==> src/include/vwm_pkg.sv <==
package vwm_pkg;
  // ---------------------------------------------------------------
  // object indices seen on the configuration port
  // ---------------------------------------------------------------
  localparam logic [15:0] OBJ_DWELL = 16'h606e;
  localparam logic [15:0] OBJ_LIMIT = 16'h606f;
  localparam logic [15:0] OBJ_LDWELL = 16'h6070;
  localparam logic [15:0] OBJ_SAVE = 16'h1010;
  // ---------------------------------------------------------------
  // reset values
  // ---------------------------------------------------------------
  localparam logic [15:0] RST_DWELL = 16'h0000;
  localparam logic [15:0] RST_LIMIT = 16'h0064;
  localparam logic [15:0] RST_LDWELL = 16'h0000;
  // ---------------------------------------------------------------
  // internal drive parameter numbers and data set
  // ---------------------------------------------------------------
  localparam logic [10:0] PAR_DWELL = 11'h4fd;   // 1277
  localparam logic [10:0] PAR_LIMIT = 11'h4fe;   // 1278
  localparam logic [10:0] PAR_LDWELL = 11'h4ff;  // 1279
  localparam logic [2:0] PAR_DATA_SET = 3'h5;
  // save mask bit positions
  localparam int MSK_DWELL = 0;
  localparam int MSK_LIMIT = 1;
  localparam int MSK_LDWELL = 2;
  // status word bit positions
  localparam int STS_TARGET_BIT = 10;
  localparam int STS_LEVEL_BIT = 12;
  // ---------------------------------------------------------------
  // timing
  // ---------------------------------------------------------------
  localparam int CLK_PERIOD_NS = 10;
  localparam int MS_PERIOD_NS = 1000000;
  localparam int MS_CYCLES = MS_PERIOD_NS / CLK_PERIOD_NS;
endpackage

==> src/hw/vwm_qual_timer.sv <==
`timescale 1ns/1ns
// counts millisecond ticks while a condition holds; done once limit is reached
module vwm_qual_timer (
  input wire logic ref_clk,
  input wire logic reset,
  input wire logic cond,
  input wire logic ms_tick,
  input wire logic [15:0] limit,
  output logic done
);
  logic [16:0] cnt_ff;
  logic [16:0] nxt_cnt;

  // ---------------------------------------------------------------
  // tick counter
  // ---------------------------------------------------------------
  // saturates at 17'h1ffff, above the largest limit, so it never wraps back
  always_comb begin
    nxt_cnt = cnt_ff;
    if (!cond) begin
      nxt_cnt = 17'h00000;
    end else if (ms_tick && cnt_ff != 17'h1ffff) begin
      nxt_cnt = cnt_ff + 17'h00001;
    end
  end

  always_ff @(posedge ref_clk) begin
    if (reset) begin
      cnt_ff <= 17'h00000;
    end else begin
      cnt_ff <= nxt_cnt;
    end
  end

  assign done = cond && (cnt_ff >= {1'b0, limit});
endmodule

==> src/hw/vwm_monitor.sv <==
`timescale 1ns/1ns
module vwm_monitor
  import vwm_pkg::*;
#(
  parameter int MS_DIV = MS_CYCLES
) (
  input wire logic ref_clk,
  input wire logic reset,
  input wire logic obj_wr,
  input wire logic obj_rd,
  input wire logic [15:0] obj_index,
  input wire logic [15:0] obj_wdata,
  output logic [15:0] obj_rdata,
  output logic obj_rvalid,
  output logic obj_rerr,
  input wire logic nv_restore_valid,
  input wire logic [15:0] nv_restore_index,
  input wire logic [15:0] nv_restore_data,
  output logic nv_save,
  output logic [2:0] nv_save_mask,
  output logic [15:0] nv_dwell,
  output logic [15:0] nv_limit,
  output logic [15:0] nv_ldwell,
  output logic param_wr,
  output logic [10:0] param_num,
  output logic [2:0] param_set,
  output logic [15:0] param_data,
  input wire logic speed_profile_mode,
  input wire logic [15:0] speed_window,
  input wire logic signed [31:0] target_speed,
  input wire logic signed [31:0] actual_speed,
  output logic target_reached,
  output logic speed_level,
  output logic [15:0] status_bits
);
  // magnitude of a 33-bit signed value, used for error and actual speed
  function automatic logic [32:0] abs33(input logic signed [32:0] v);
    abs33 = v[32] ? 33'(-v) : 33'(v);
  endfunction

  logic [15:0] dwell_ff, limit_ff, ldwell_ff;
  logic [15:0] nxt_dwell, nxt_limit, nxt_ldwell;
  logic [2:0] dirty_ff, nxt_dirty;
  logic save_ff, nxt_save;
  logic pwr_ff, nxt_pwr;
  logic [10:0] pnum_ff, nxt_pnum;
  logic [15:0] pdata_ff, nxt_pdata;
  logic [15:0] rdata_ff, nxt_rdata;
  logic rvalid_ff, nxt_rvalid, rerr_ff, nxt_rerr;
  logic [16:0] tick_cnt_ff, nxt_tick_cnt;
  logic tick_ff, nxt_tick;
  logic tr_ff, nxt_tr, lvl_ff, nxt_lvl;
  logic wr_en;
  logic [15:0] wr_idx, wr_data;
  logic [32:0] err_mag, act_mag;
  logic in_band, above, below, win_done, lvl_done;

  // ---------------------------------------------------------------
  // object writes and restore
  // ---------------------------------------------------------------
  // a restore at power-up takes the port; a master write that cycle is dropped
  assign wr_en = nv_restore_valid || obj_wr;
  assign wr_idx = nv_restore_valid ? nv_restore_index : obj_index;
  assign wr_data = nv_restore_valid ? nv_restore_data : obj_wdata;

  always_comb begin
    nxt_dwell = dwell_ff;
    nxt_limit = limit_ff;
    nxt_ldwell = ldwell_ff;
    nxt_dirty = dirty_ff;
    nxt_save = 1'b0;
    nxt_pwr = 1'b0;
    nxt_pnum = pnum_ff;
    nxt_pdata = pdata_ff;
    if (wr_en) begin
      case (wr_idx)
        OBJ_DWELL: begin
          nxt_dwell = wr_data;
          nxt_pwr = 1'b1;
          nxt_pnum = PAR_DWELL;
          nxt_pdata = wr_data;
          nxt_dirty[MSK_DWELL] = !nv_restore_valid;
        end
        OBJ_LIMIT: begin
          nxt_limit = wr_data;
          nxt_pwr = 1'b1;
          nxt_pnum = PAR_LIMIT;
          nxt_pdata = wr_data;
          nxt_dirty[MSK_LIMIT] = !nv_restore_valid;
        end
        OBJ_LDWELL: begin
          nxt_ldwell = wr_data;
          nxt_pwr = 1'b1;
          nxt_pnum = PAR_LDWELL;
          nxt_pdata = wr_data;
          nxt_dirty[MSK_LDWELL] = !nv_restore_valid;
        end
        OBJ_SAVE: begin
          // only objects the master touched since the last save are stored
          nxt_save = !nv_restore_valid;
          nxt_dirty = nv_restore_valid ? dirty_ff : 3'h0;
        end
        default: begin
          nxt_pwr = 1'b0;  // unmapped index: ignored
        end
      endcase
    end
  end

  // restored values also pass through the parameter mirror, so they win
  always_ff @(posedge ref_clk) begin
    if (reset) begin
      dwell_ff <= RST_DWELL;
      limit_ff <= RST_LIMIT;
      ldwell_ff <= RST_LDWELL;
      dirty_ff <= 3'h0;
      save_ff <= 1'b0;
      pwr_ff <= 1'b0;
      pnum_ff <= 11'h000;
      pdata_ff <= 16'h0000;
    end else begin
      dwell_ff <= nxt_dwell;
      limit_ff <= nxt_limit;
      ldwell_ff <= nxt_ldwell;
      dirty_ff <= nxt_dirty;
      save_ff <= nxt_save;
      pwr_ff <= nxt_pwr;
      pnum_ff <= nxt_pnum;
      pdata_ff <= nxt_pdata;
    end
  end

  // save mask is the dirty set captured at the save command
  logic [2:0] mask_ff, nxt_mask;
  assign nxt_mask = (nxt_save) ? dirty_ff : mask_ff;

  // ---------------------------------------------------------------
  // object reads
  // ---------------------------------------------------------------
  always_comb begin
    nxt_rvalid = obj_rd;
    nxt_rerr = 1'b0;
    nxt_rdata = 16'h0000;
    if (obj_rd) begin
      case (obj_index)
        OBJ_DWELL: nxt_rdata = dwell_ff;
        OBJ_LIMIT: nxt_rdata = limit_ff;
        OBJ_LDWELL: nxt_rdata = ldwell_ff;
        default: nxt_rerr = 1'b1;
      endcase
    end
  end

  always_ff @(posedge ref_clk) begin
    if (reset) begin
      rdata_ff <= 16'h0000;
      rvalid_ff <= 1'b0;
      rerr_ff <= 1'b0;
      mask_ff <= 3'h0;
    end else begin
      rdata_ff <= nxt_rdata;
      rvalid_ff <= nxt_rvalid;
      rerr_ff <= nxt_rerr;
      mask_ff <= nxt_mask;
    end
  end

  // ---------------------------------------------------------------
  // millisecond time base
  // ---------------------------------------------------------------
  always_comb begin
    nxt_tick = (tick_cnt_ff == 17'(MS_DIV - 1));
    nxt_tick_cnt = nxt_tick ? 17'h00000 : tick_cnt_ff + 17'h00001;
  end

  always_ff @(posedge ref_clk) begin
    if (reset) begin
      tick_cnt_ff <= 17'h00000;
      tick_ff <= 1'b0;
    end else begin
      tick_cnt_ff <= nxt_tick_cnt;
      tick_ff <= nxt_tick;
    end
  end

  // ---------------------------------------------------------------
  // speed comparisons
  // ---------------------------------------------------------------
  // 33 bits so that the error of two extreme speeds cannot overflow
  assign err_mag = abs33(33'(target_speed) - 33'(actual_speed));
  assign act_mag = abs33(33'(actual_speed));
  // a zero band admits only an exact match
  assign in_band = (speed_window == 16'h0000) ? (err_mag == 33'h0) :
                   (err_mag < {17'h0, speed_window});
  assign above = speed_profile_mode && (act_mag > {17'h0, limit_ff});
  assign below = act_mag < {17'h0, limit_ff};

  vwm_qual_timer u_win_timer (
    .ref_clk(ref_clk),
    .reset(reset),
    .cond(in_band),
    .ms_tick(tick_ff),
    .limit(dwell_ff),
    .done(win_done)
  );

  vwm_qual_timer u_lvl_timer (
    .ref_clk(ref_clk),
    .reset(reset),
    .cond(above),
    .ms_tick(tick_ff),
    .limit(ldwell_ff),
    .done(lvl_done)
  );

  // ---------------------------------------------------------------
  // status flags
  // ---------------------------------------------------------------
  // level flag sets below the limit, keeps its value at the limit or while the level time runs above it; cleared out of mode
  always_comb begin
    nxt_tr = win_done;
    nxt_lvl = lvl_ff;
    if (!speed_profile_mode) begin
      nxt_lvl = 1'b0;
    end else if (below) begin
      nxt_lvl = 1'b1;
    end else if (lvl_done) begin
      nxt_lvl = 1'b0;
    end
  end

  always_ff @(posedge ref_clk) begin
    if (reset) begin
      tr_ff <= 1'b0;
      lvl_ff <= 1'b0;
    end else begin
      tr_ff <= nxt_tr;
      lvl_ff <= nxt_lvl;
    end
  end

  // ---------------------------------------------------------------
  // outputs
  // ---------------------------------------------------------------
  assign obj_rdata = rdata_ff;
  assign obj_rvalid = rvalid_ff;
  assign obj_rerr = rerr_ff;
  assign nv_save = save_ff;
  assign nv_save_mask = mask_ff;
  assign nv_dwell = dwell_ff;
  assign nv_limit = limit_ff;
  assign nv_ldwell = ldwell_ff;
  assign param_wr = pwr_ff;
  assign param_num = pnum_ff;
  assign param_set = PAR_DATA_SET;
  assign param_data = pdata_ff;
  assign target_reached = tr_ff;
  assign speed_level = lvl_ff;
  always_comb begin
    status_bits = 16'h0000;
    status_bits[STS_TARGET_BIT] = tr_ff;
    status_bits[STS_LEVEL_BIT] = lvl_ff;
  end
endmodule

==> config.mk <==
export PLATFORM = sky130hd
export DESIGN_NAME = vwm_monitor
export DESIGN_NICKNAME = d
export VERILOG_FILES = /design/src/include/vwm_pkg.sv /design/src/hw/vwm_qual_timer.sv /design/src/hw/vwm_monitor.sv
export SDC_FILE = /design/constraint.sdc
export NUM_CORES = 1
export LEC_CHECK = 0
export BUFFER_PORTS_ARGS = -buffer_cell sky130_fd_sc_hd__buf_4
export CAP_MARGIN = 30
export CELL_PAD_IN_SITES_DETAIL_PLACEMENT = 2
export CELL_PAD_IN_SITES_GLOBAL_PLACEMENT = 2
export CORE_MARGIN = 2
export CORE_UTILIZATION = 34
export DETAILED_ROUTE_END_ITERATION = 12
export GPL_ROUTABILITY_DRIVEN = 0
export PLACE_DENSITY_LB_ADDON = 0.25
export SLEW_MARGIN = 25
export SYNTH_ARGS = -nofsm -noshare
export SYNTH_HDL_FRONTEND = slang
export SYNTH_SLANG_ARGS = --single-unit
export TNS_END_PERCENT = 30
==> constraint.sdc <==
create_clock -name ref_clk -period 13.81 [get_ports ref_clk]
set_input_delay 1.381 -clock ref_clk [delete_from_list [all_inputs] [get_ports ref_clk]]
set_output_delay 1.381 -clock ref_clk [all_outputs]
set_load 0.02 [all_outputs]
==> results of run 1 <==
## flip-flops by register name (all words and copies together), names as in the netlist
signal	cells
u_win_timer.cnt_ff	17
param_wr	1
nv_save_mask	3
nv_save	1
obj_rerr	1
speed_level	1
nv_limit	16
u_lvl_timer.cnt_ff	17
tick_ff	1
obj_rdata	16
tick_cnt_ff	17
param_num	3
param_data	16
nv_ldwell	16
obj_rvalid	1
nv_dwell	16
dirty_ff	3
target_reached	1
## worst max path at each step
stage / start / to / slack (ns)
global route: target_speed[0] / u_win_timer.cnt_ff[16]$_SDFFE_PP0P_ / 6.26
floorplan: target_speed[0] / u_win_timer.cnt_ff[10]$_SDFFE_PP0P_ / 7.35
detailed placement: target_speed[0] / u_win_timer.cnt_ff[2]$_SDFFE_PP0P_ / 6.28
CTS: target_speed[0] / u_win_timer.cnt_ff[2]$_SDFFE_PP0P_ / 6.71
global placement: target_speed[0] / u_win_timer.cnt_ff[16]$_SDFFE_PP0P_ / 6.30
finish: target_speed[0] / u_win_timer.cnt_ff[2]$_SDFFE_PP0P_ / 6.66
## kinds of logic after synthesis
| kind of cell | after synthesis | share of synthesized area (%) |
|---|---|---|
| adders and majority gates | 102 | 10.2 |
| DFF | 147 | 23.3 |
| buffers and inverters | 218 | 7.55 |
| xor gates and xnor gates | 93 | 6.45 |
| other | 2 | 0.0594 |
| and+or+nand+nor | 631 | 26.6 |
| muxes | 34 | 2.73 |
| AOI/OAI and AO/OA | 421 | 23.2 |
## worst max-delay path, delay by kind of cell
kind | cells | cell delay, ns
compound gates | 12 | 2.73
xor+xnor | 1 | 0.17
fa+ha+maj | 3 | 0.85
buf+inv | 5 | 0.82
simple gates | 5 | 1.50
## stage by stage
stage,total power [mW],setup WS [ns],std cells,hold slack (ns)
after floorplan,0.713,7.35,1665,0.430
after global placement,0.830,6.30,2290,0.449
after detailed placement,0.844,6.28,2291,0.474
after CTS,1.36,6.71,2323,0.488
after global routing,1.42,6.26,2323,0.517
final,1.35,6.66,2323,0.480
## power breakdown
group          internal, mW  total, mW  switching [mW]
registers             0.425      0.426        0.000853
clock network         0.315      0.515           0.200
logic                 0.149      0.412           0.263
total                 0.889       1.35           0.464
## layer usage
| metal | vias up | wire [um] | track usage [%] |
|---|---|---|---|
| met5 | - | 0 | 0 |
| li1 | 6298 | - | - |
| met2 | 258 | 26200 | 48.1 |
| met1 | 6570 | 22400 | 31.5 |
| met4 | 0 | 1460 | 8.94 |
| met3 | 72 | 1850 | 3.75 |
## layout make-up
type / instances / area share, %
clock buffers: 19 / 2.94
inverters: 113 / 2.75
well taps: 468 / 3.80
repair buffers: 263 / 12.9
multi-input cells: 1300 / 57.2
clock inverters: 13 / 1.25
flip-flops and latches: 147 / 19.1
## layout by cell type, fill, tap and decap left out, types with 21 or more instances in the layout
cell type and count:
buf_4 262, nor2_1 216, dfxtp_1 147, inv_1 113, nand2_1 108, ha_1 101
a21oi_1 80, o21ai_0 77, a211oi_1 60, nor3_1 55, xnor2_1 49, xor2_1 44
nand3_1 44, nand4_1 32, o21a_1 30, mux2i_1 30, nor4_1 22, o211ai_1 21
==> run_results.csv, run 1 <==
group,metric,value,unit
synth,yosysTopAreaCellShare,23.3,%
worst_setup_path,crit_type,"in2reg",
cells_and_area,seqCellArea,2940,sq um
synth,syn-instance-count,1648,
cts,cts_buffers,17,
placement,dpl_cell_area,14800,sq um
worst_setup_path,path_max_fanout,21,
floorplan,initial_utilization,34.5,%
synth,yosys.cell_count.top_type,"nor2_1",
timing,maxSlewViolCount,0,
timing,hold_violations,0,
cts,clockRootBuffer,"clkbuf_16",
worst_setup_path,reg2reg_to,"u_win_timer.cnt_ff[7]$_SDFFE_PP0P_",
worst_setup_path,cp-start-kind,"input pin",
global_route,grt_max_degree,48,
cells_and_area,stdcell_area,15400,sq um
power,p_leak,6.24,nW
timing,max_freq,140,MHz
worst_setup_path,critPathMaxStageDelay,0.55,ns
global_route,grt_pass1_wl,80.3,mm
worst_setup_path,ff2ff_path_depth,13,
status,outcome,"completed",
placement,port_buffers,249,
timing,grt_setup_unrepaired,"false",
cts,clk_pin_slew_worst_paths,0.07,ns
synth,avgSynthCellArea,7.67,sq um
timing,fin_skew,0.0113,ns
timing,tns,0,ns
cts,cts_resized,0,
placement,dpl.hpwl,41.5,mm
floorplan,die_h,197,um
route,viasPerCell,5.68,
synth,ys_types,90,
timing,fin_crit,7.15,ns
route,wirelength,51.9,mm
synth,synth_area,12600,sq um
floorplan,pin_count,269,
power,p_per_area,87.8,nW/um^2
cts,insertion_delay,0.43,ns
route,ant_nets,0,
route,drc_errors,0,
synth,synth_top_cell_by_area,"dfxtp_1",
floorplan,design.core.area,36600,sq um
floorplan,die_w,197,um
cts,h-tree-depth,4,
cts,holdBufCountCts,0,
worst_hold_path,hp-start,"tick_cnt_ff[0]$_SDFF_PP0_",
cts,post-cts-setup-buffers,0,
power,ir_drop,0.0000668,V
synth,synth.area.top_cells,"dfxtp_1 23%, ha_1 10%, nor2_1 6.4%, a211oi_1 3.6%, xnor2_1 3.4%",
cells_and_area,drive_gt1_share,18.8,%
cells_and_area,nFillCells,4256,
route,wl_per_cell,22.3,um
worst_setup_path,crit_top_cell,"o21a_1",
worst_hold_path,hold_path_class,"reg2reg",
cells_and_area,fin_util,42.1,%
synth,synth-seq-cells,147,
floorplan,num_rows,70,
timing,worst_slew_pin_slew,0.923,ns
route,vias,13200,
worst_setup_path,endpoint_kind,"flip-flop",
floorplan,die_area,38700,sq um
worst_setup_path,critPathRequiredTime,14.13,ns
cts,cts.sinks,147,
synth,synth.top_cells.by_count,"216 x nor2_1, 147 x dfxtp_1, 113 x inv_1",
synth,seq_area_frac_synth,23.3,%
cells_and_area,antenna_cells,0,
synth,yosysWarnings,0,
global_route,grt_pass1_vias,14300,
timing,finalSetupViolations,0,
timing,maxSlewHeadroom,38.4,%
worst_setup_path,crit_arrival,7.47,ns
worst_hold_path,hold_end,"tick_cnt_ff[0]$_SDFF_PP0_",
global_route,grt.total_usage,26.4,%
route,drt_iter0_markers,568,
cts,cts_tree,"yes",
timing,period_share,51.7,%
synth,synthFlopType,"dfxtp_1",
global_route,overflow,0,
synth,synth-edff-count,0,
cells_and_area,multi_input_area,8810,sq um
worst_hold_path,hold_depth,1,
cts,clockBufferDepth,2,
worst_setup_path,slowest_stage,"nand4_2",
global_route,antenna_found_initial,0,
worst_setup_path,ff2ff_setup_slack,10.36,ns
cells_and_area,finalNetCount,2094,
run,max_cap_viol_count,0,
route,firstDrtPassIters,5,
synth,async_reset_ff_share,0,%
worst_setup_path,worstReg2RegStart,"u_win_timer.cnt_ff[7]$_SDFFE_PP0P_",
cells_and_area,area.growth.synth_to_final,21.9,%
No activity file was read; power rests on OpenSTA's default activity.
==> inputs of run 2 (changes only) <==
--- a/config.mk
+++ b/config.mk
@@ -5,12 +5,13 @@
 export SDC_FILE = /design/constraint.sdc
 export NUM_CORES = 1
 export LEC_CHECK = 0
+export ABC_AREA = 1
 export BUFFER_PORTS_ARGS = -buffer_cell sky130_fd_sc_hd__buf_4
 export CAP_MARGIN = 30
 export CELL_PAD_IN_SITES_DETAIL_PLACEMENT = 2
 export CELL_PAD_IN_SITES_GLOBAL_PLACEMENT = 2
 export CORE_MARGIN = 2
-export CORE_UTILIZATION = 34
+export CORE_UTILIZATION = 29
 export DETAILED_ROUTE_END_ITERATION = 12
 export GPL_ROUTABILITY_DRIVEN = 0
 export PLACE_DENSITY_LB_ADDON = 0.25
==> constraint.sdc (replaced) <==
create_clock -name ref_clk -period 6.6 [get_ports ref_clk]
set_input_delay 0.66 -clock ref_clk [delete_from_list [all_inputs] [get_ports ref_clk]]
set_output_delay 0.66 -clock ref_clk [all_outputs]
set_load 0.02 [all_outputs]
==> run_results.csv, run 2 <==
group,metric,value,unit
status,outcome,"completed",
timing,max_freq,204,MHz
timing,fin_crit,4.89,ns
synth,synthMuxAreaShare,0.533,%
floorplan,die_h,217,um
worst_setup_path,crit_arrival,5.25,ns
power,clkPwrFrac,36.6,%
synth,synth-seq-cells,147,
worst_setup_path,crit_type,"in2reg",
worst_setup_path,critPathMaxStageDelay,0.50,ns
worst_setup_path,critical-path-top-delay-family,"simple AND/OR/NAND/NOR gates",
cts,clockRootBuffer,"clkbuf_16",
worst_setup_path,crit_top_cell,"nand2_1",
cts,cts.sinks,147,
synth,synth_area,13100,sq um
cts,insertion_delay,0.43,ns
floorplan,pin_count,269,
cts,h-tree-depth,4,
cells_and_area,drive_gt1_share,16.0,%
cells_and_area,instances_no_fill,2992,
synth,yosysTopAreaCellShare,22.4,%
synth,synth.top_cells.by_count,"537 x nand2_1, 387 x inv_1, 215 x nor2_1",
global_route,grt_pass1_vias,16500,
route,wl_per_cell,20.2,um
timing,grt_setup_unrepaired,"false",
cts,cts_buffers,17,
timing,fin_ws,1.71,ns
worst_hold_path,hold_depth,1,
placement,place_ws,1.20,ns
synth,yosys.cell_count.top_type,"nand2_1",
placement,dpl_cell_area,15400,sq um
synth,avgSynthCellArea,6.07,sq um
floorplan,initial_utilization,29.5,%
cts,clk_pin_slew_worst_paths,0.07,ns
synth,synth.area.top_cells,"dfxtp_1 22%, nand2_1 15%, inv_1 11%, ha_1 9.6%, nor2_1 6.1%",
cells_and_area,fin_util,36.1,%
cts,cts_resized,0,
synth,async_reset_ff_share,0,%
global_route,overflow,0,
synth,ys_types,49,
cts,clockBufferDepth,2,
cells_and_area,mostFrequentLayoutCell,"nand2_1",
worst_setup_path,cp-start-kind,"input pin",
cts,cts_tree,"yes",
synth,synthFlopType,"dfxtp_1",
cts,post-cts-setup-buffers,0,
timing,tns,0,ns
synth,seq_area_frac_synth,22.4,%
worst_setup_path,ff2ff_setup_slack,3.21,ns
synth,synth_top_cell_by_area,"dfxtp_1",
timing,fin_skew,0.0127,ns
power,p_leak,8.09,nW
timing,period_share,74.1,%
route,vias,15100,
timing,finalSetupViolations,0,
timing,maxSlewViolCount,0,
synth,synth_compound_area_share,12.1,%
cells_and_area,finalNetCount,2638,
global_route,antenna_found_initial,0,
timing,worst_slew_pin_slew,1.02,ns
floorplan,design.core.area,44500,sq um
route,viasPerCell,5.04,
run,max_cap_viol_count,0,
timing,maxSlewHeadroom,31.6,%
worst_setup_path,path_max_fanout,49,
global_route,grt_max_degree,52,
route,wirelength,60.4,mm
worst_setup_path,reg2reg_to,"u_win_timer.cnt_ff[15]$_SDFFE_PP0P_",
power,p_per_area,173,nW/um^2
worst_hold_path,hold_path_class,"reg2reg",
power,ir_drop,0.000101,V
route,drt_iter0_markers,698,
power,power_frac_comb,31.3,%
synth,yosysWarnings,0,
worst_setup_path,path_buf_inv,4,
synth,synth-simple-area-share,36.9,%
cells_and_area,stdcell_area,16100,sq um
cells_and_area,area.growth.synth_to_final,22.2,%
placement,port_buffers,249,
synth,synth-edff-count,0,
route,drc_errors,0,
worst_setup_path,critPathRequiredTime,6.96,ns
worst_hold_path,hold_end,"tick_cnt_ff[0]$_SDFF_PP0_",
placement,post-place-cells,2959,
synth,synth_top_family_by_area,"simple AND/OR/NAND/NOR gates",
cells_and_area,largestRegisters,"tick_cnt_ff (17), u_lvl_timer.cnt_ff (17), u_win_timer.cnt_ff (17)",
route,firstDrtPassIters,4,
worst_setup_path,ff2ff_path_depth,16,
power,p_sw,1.05,mW
cts,holdBufCountCts,0,
placement,dpl.hpwl,51.0,mm
worst_setup_path,slowest_stage,"fa_1",
synth,synth-xor-area-share,3.80,%
cells_and_area,layout_common_cells,"537 x nand2_1, 387 x inv_1, 254 x buf_4, 215 x nor2_1, 147 x dfxtp_1",
route,ant_nets,0,
worst_setup_path,endpoint_kind,"flip-flop",
synth,synth_fa_ha_area_share,9.77,%
global_route,grt.total_usage,25.2,%
power,switching_share,37.9,%
worst_hold_path,hp-start,"tick_cnt_ff[0]$_SDFF_PP0_",
floorplan,die_area,47000,sq um
power,p_seq_share,32.1,%
global_route,grt_pass1_wl,92.3,mm
floorplan,die_w,217,um
timing,hold_violations,0,
power,internal_power,1.72,mW
synth,syn-instance-count,2164,
worst_setup_path,worstReg2RegStart,"u_win_timer.cnt_ff[6]$_SDFFE_PP0P_",
floorplan,num_rows,77,
-- run 2: cell type report --
cell class | count | area (sq um)
timing repair buffer | 254 | 1910
clock inverter | 14 | 164
tap | 592 | 741
inverter | 397 | 1490
fill | 5645 | 28500
sequential | 147 | 2940
multi-input combinational | 1569 | 8370
clock buffer | 18 | 439
antenna | 1 | 2.50
-- run 2: through the flow --
step | hold slack (ns) | total power, mW
after floorplan | 0.418 | 1.47
after global placement | 0.427 | 1.73
after detailed placement | 0.445 | 1.77
after CTS | 0.454 | 2.78
after global routing | 0.483 | 2.91
final | 0.449 | 2.77
-- run 2: logic make-up after synthesis --
logic type / count (synthesis)
buf+inv: 465
compound gates: 290
fa+ha+maj: 102
other cells: 2
xor+xnor: 57
mux: 7
flops: 147
simple gates: 1094
-- run 2: worst register-to-register path: cells and delay by family, from the launching register on --
family / cells / cell delay (ns)
flops: 1 / 0.35
buf+inv: 2 / 0.16
simple gates: 12 / 2.38
fa+ha+maj: 1 / 0.19
xor+xnor: 1 / 0.20
-- run 2: metal layers --
| layer | track usage [%] | wire [um] | share of wire [%] | vias to the layer above |
|---|---|---|---|---|
| met2 | 44.9 | 29200 | 48 | 332 |
| met3 | 4.51 | 2980 | 4.9 | 58 |
| met1 | 31.0 | 26900 | 44 | 7406 |
| met5 | 0 | 0 | 0 | - |
| li1 | - | - | - | 7295 |
| met4 | 6.69 | 1340 | 2.2 | 0 |
-- run 2: worst max path at each step --
stage / endpoint / depth (start not counted) / startpoint / slack [ns]
after global routing: u_win_timer.cnt_ff[1]$_SDFFE_PP0P_ / 33 / target_speed[0] / 1.18
after CTS: u_win_timer.cnt_ff[1]$_SDFFE_PP0P_ / 33 / target_speed[0] / 1.62
final: u_win_timer.cnt_ff[1]$_SDFFE_PP0P_ / 33 / target_speed[0] / 1.71
after global placement: target_reached$_SDFF_PP0_ / 28 / actual_speed[31] / 1.49
after detailed placement: u_win_timer.cnt_ff[1]$_SDFFE_PP0P_ / 33 / target_speed[0] / 1.20
after floorplan: u_win_timer.cnt_ff[13]$_SDFFE_PP0P_ / 32 / actual_speed[31] / 2.15
-- run 2: power by group through the flow --
| stage | Combinational, mW | Clock, mW | Sequential (mW) |
|---|---|---|---|
| 6_report | 0.867 | 1.01 | 0.890 |
| 5_1_grt | 0.968 | 1.05 | 0.890 |
| 4_1_cts | 0.866 | 1.03 | 0.890 |
| 3_5_place_dp | 0.858 | 0 | 0.910 |
| 3_3_place_gp | 0.815 | 0 | 0.910 |
| 2_1_floorplan | 0.555 | 0 | 0.911 |
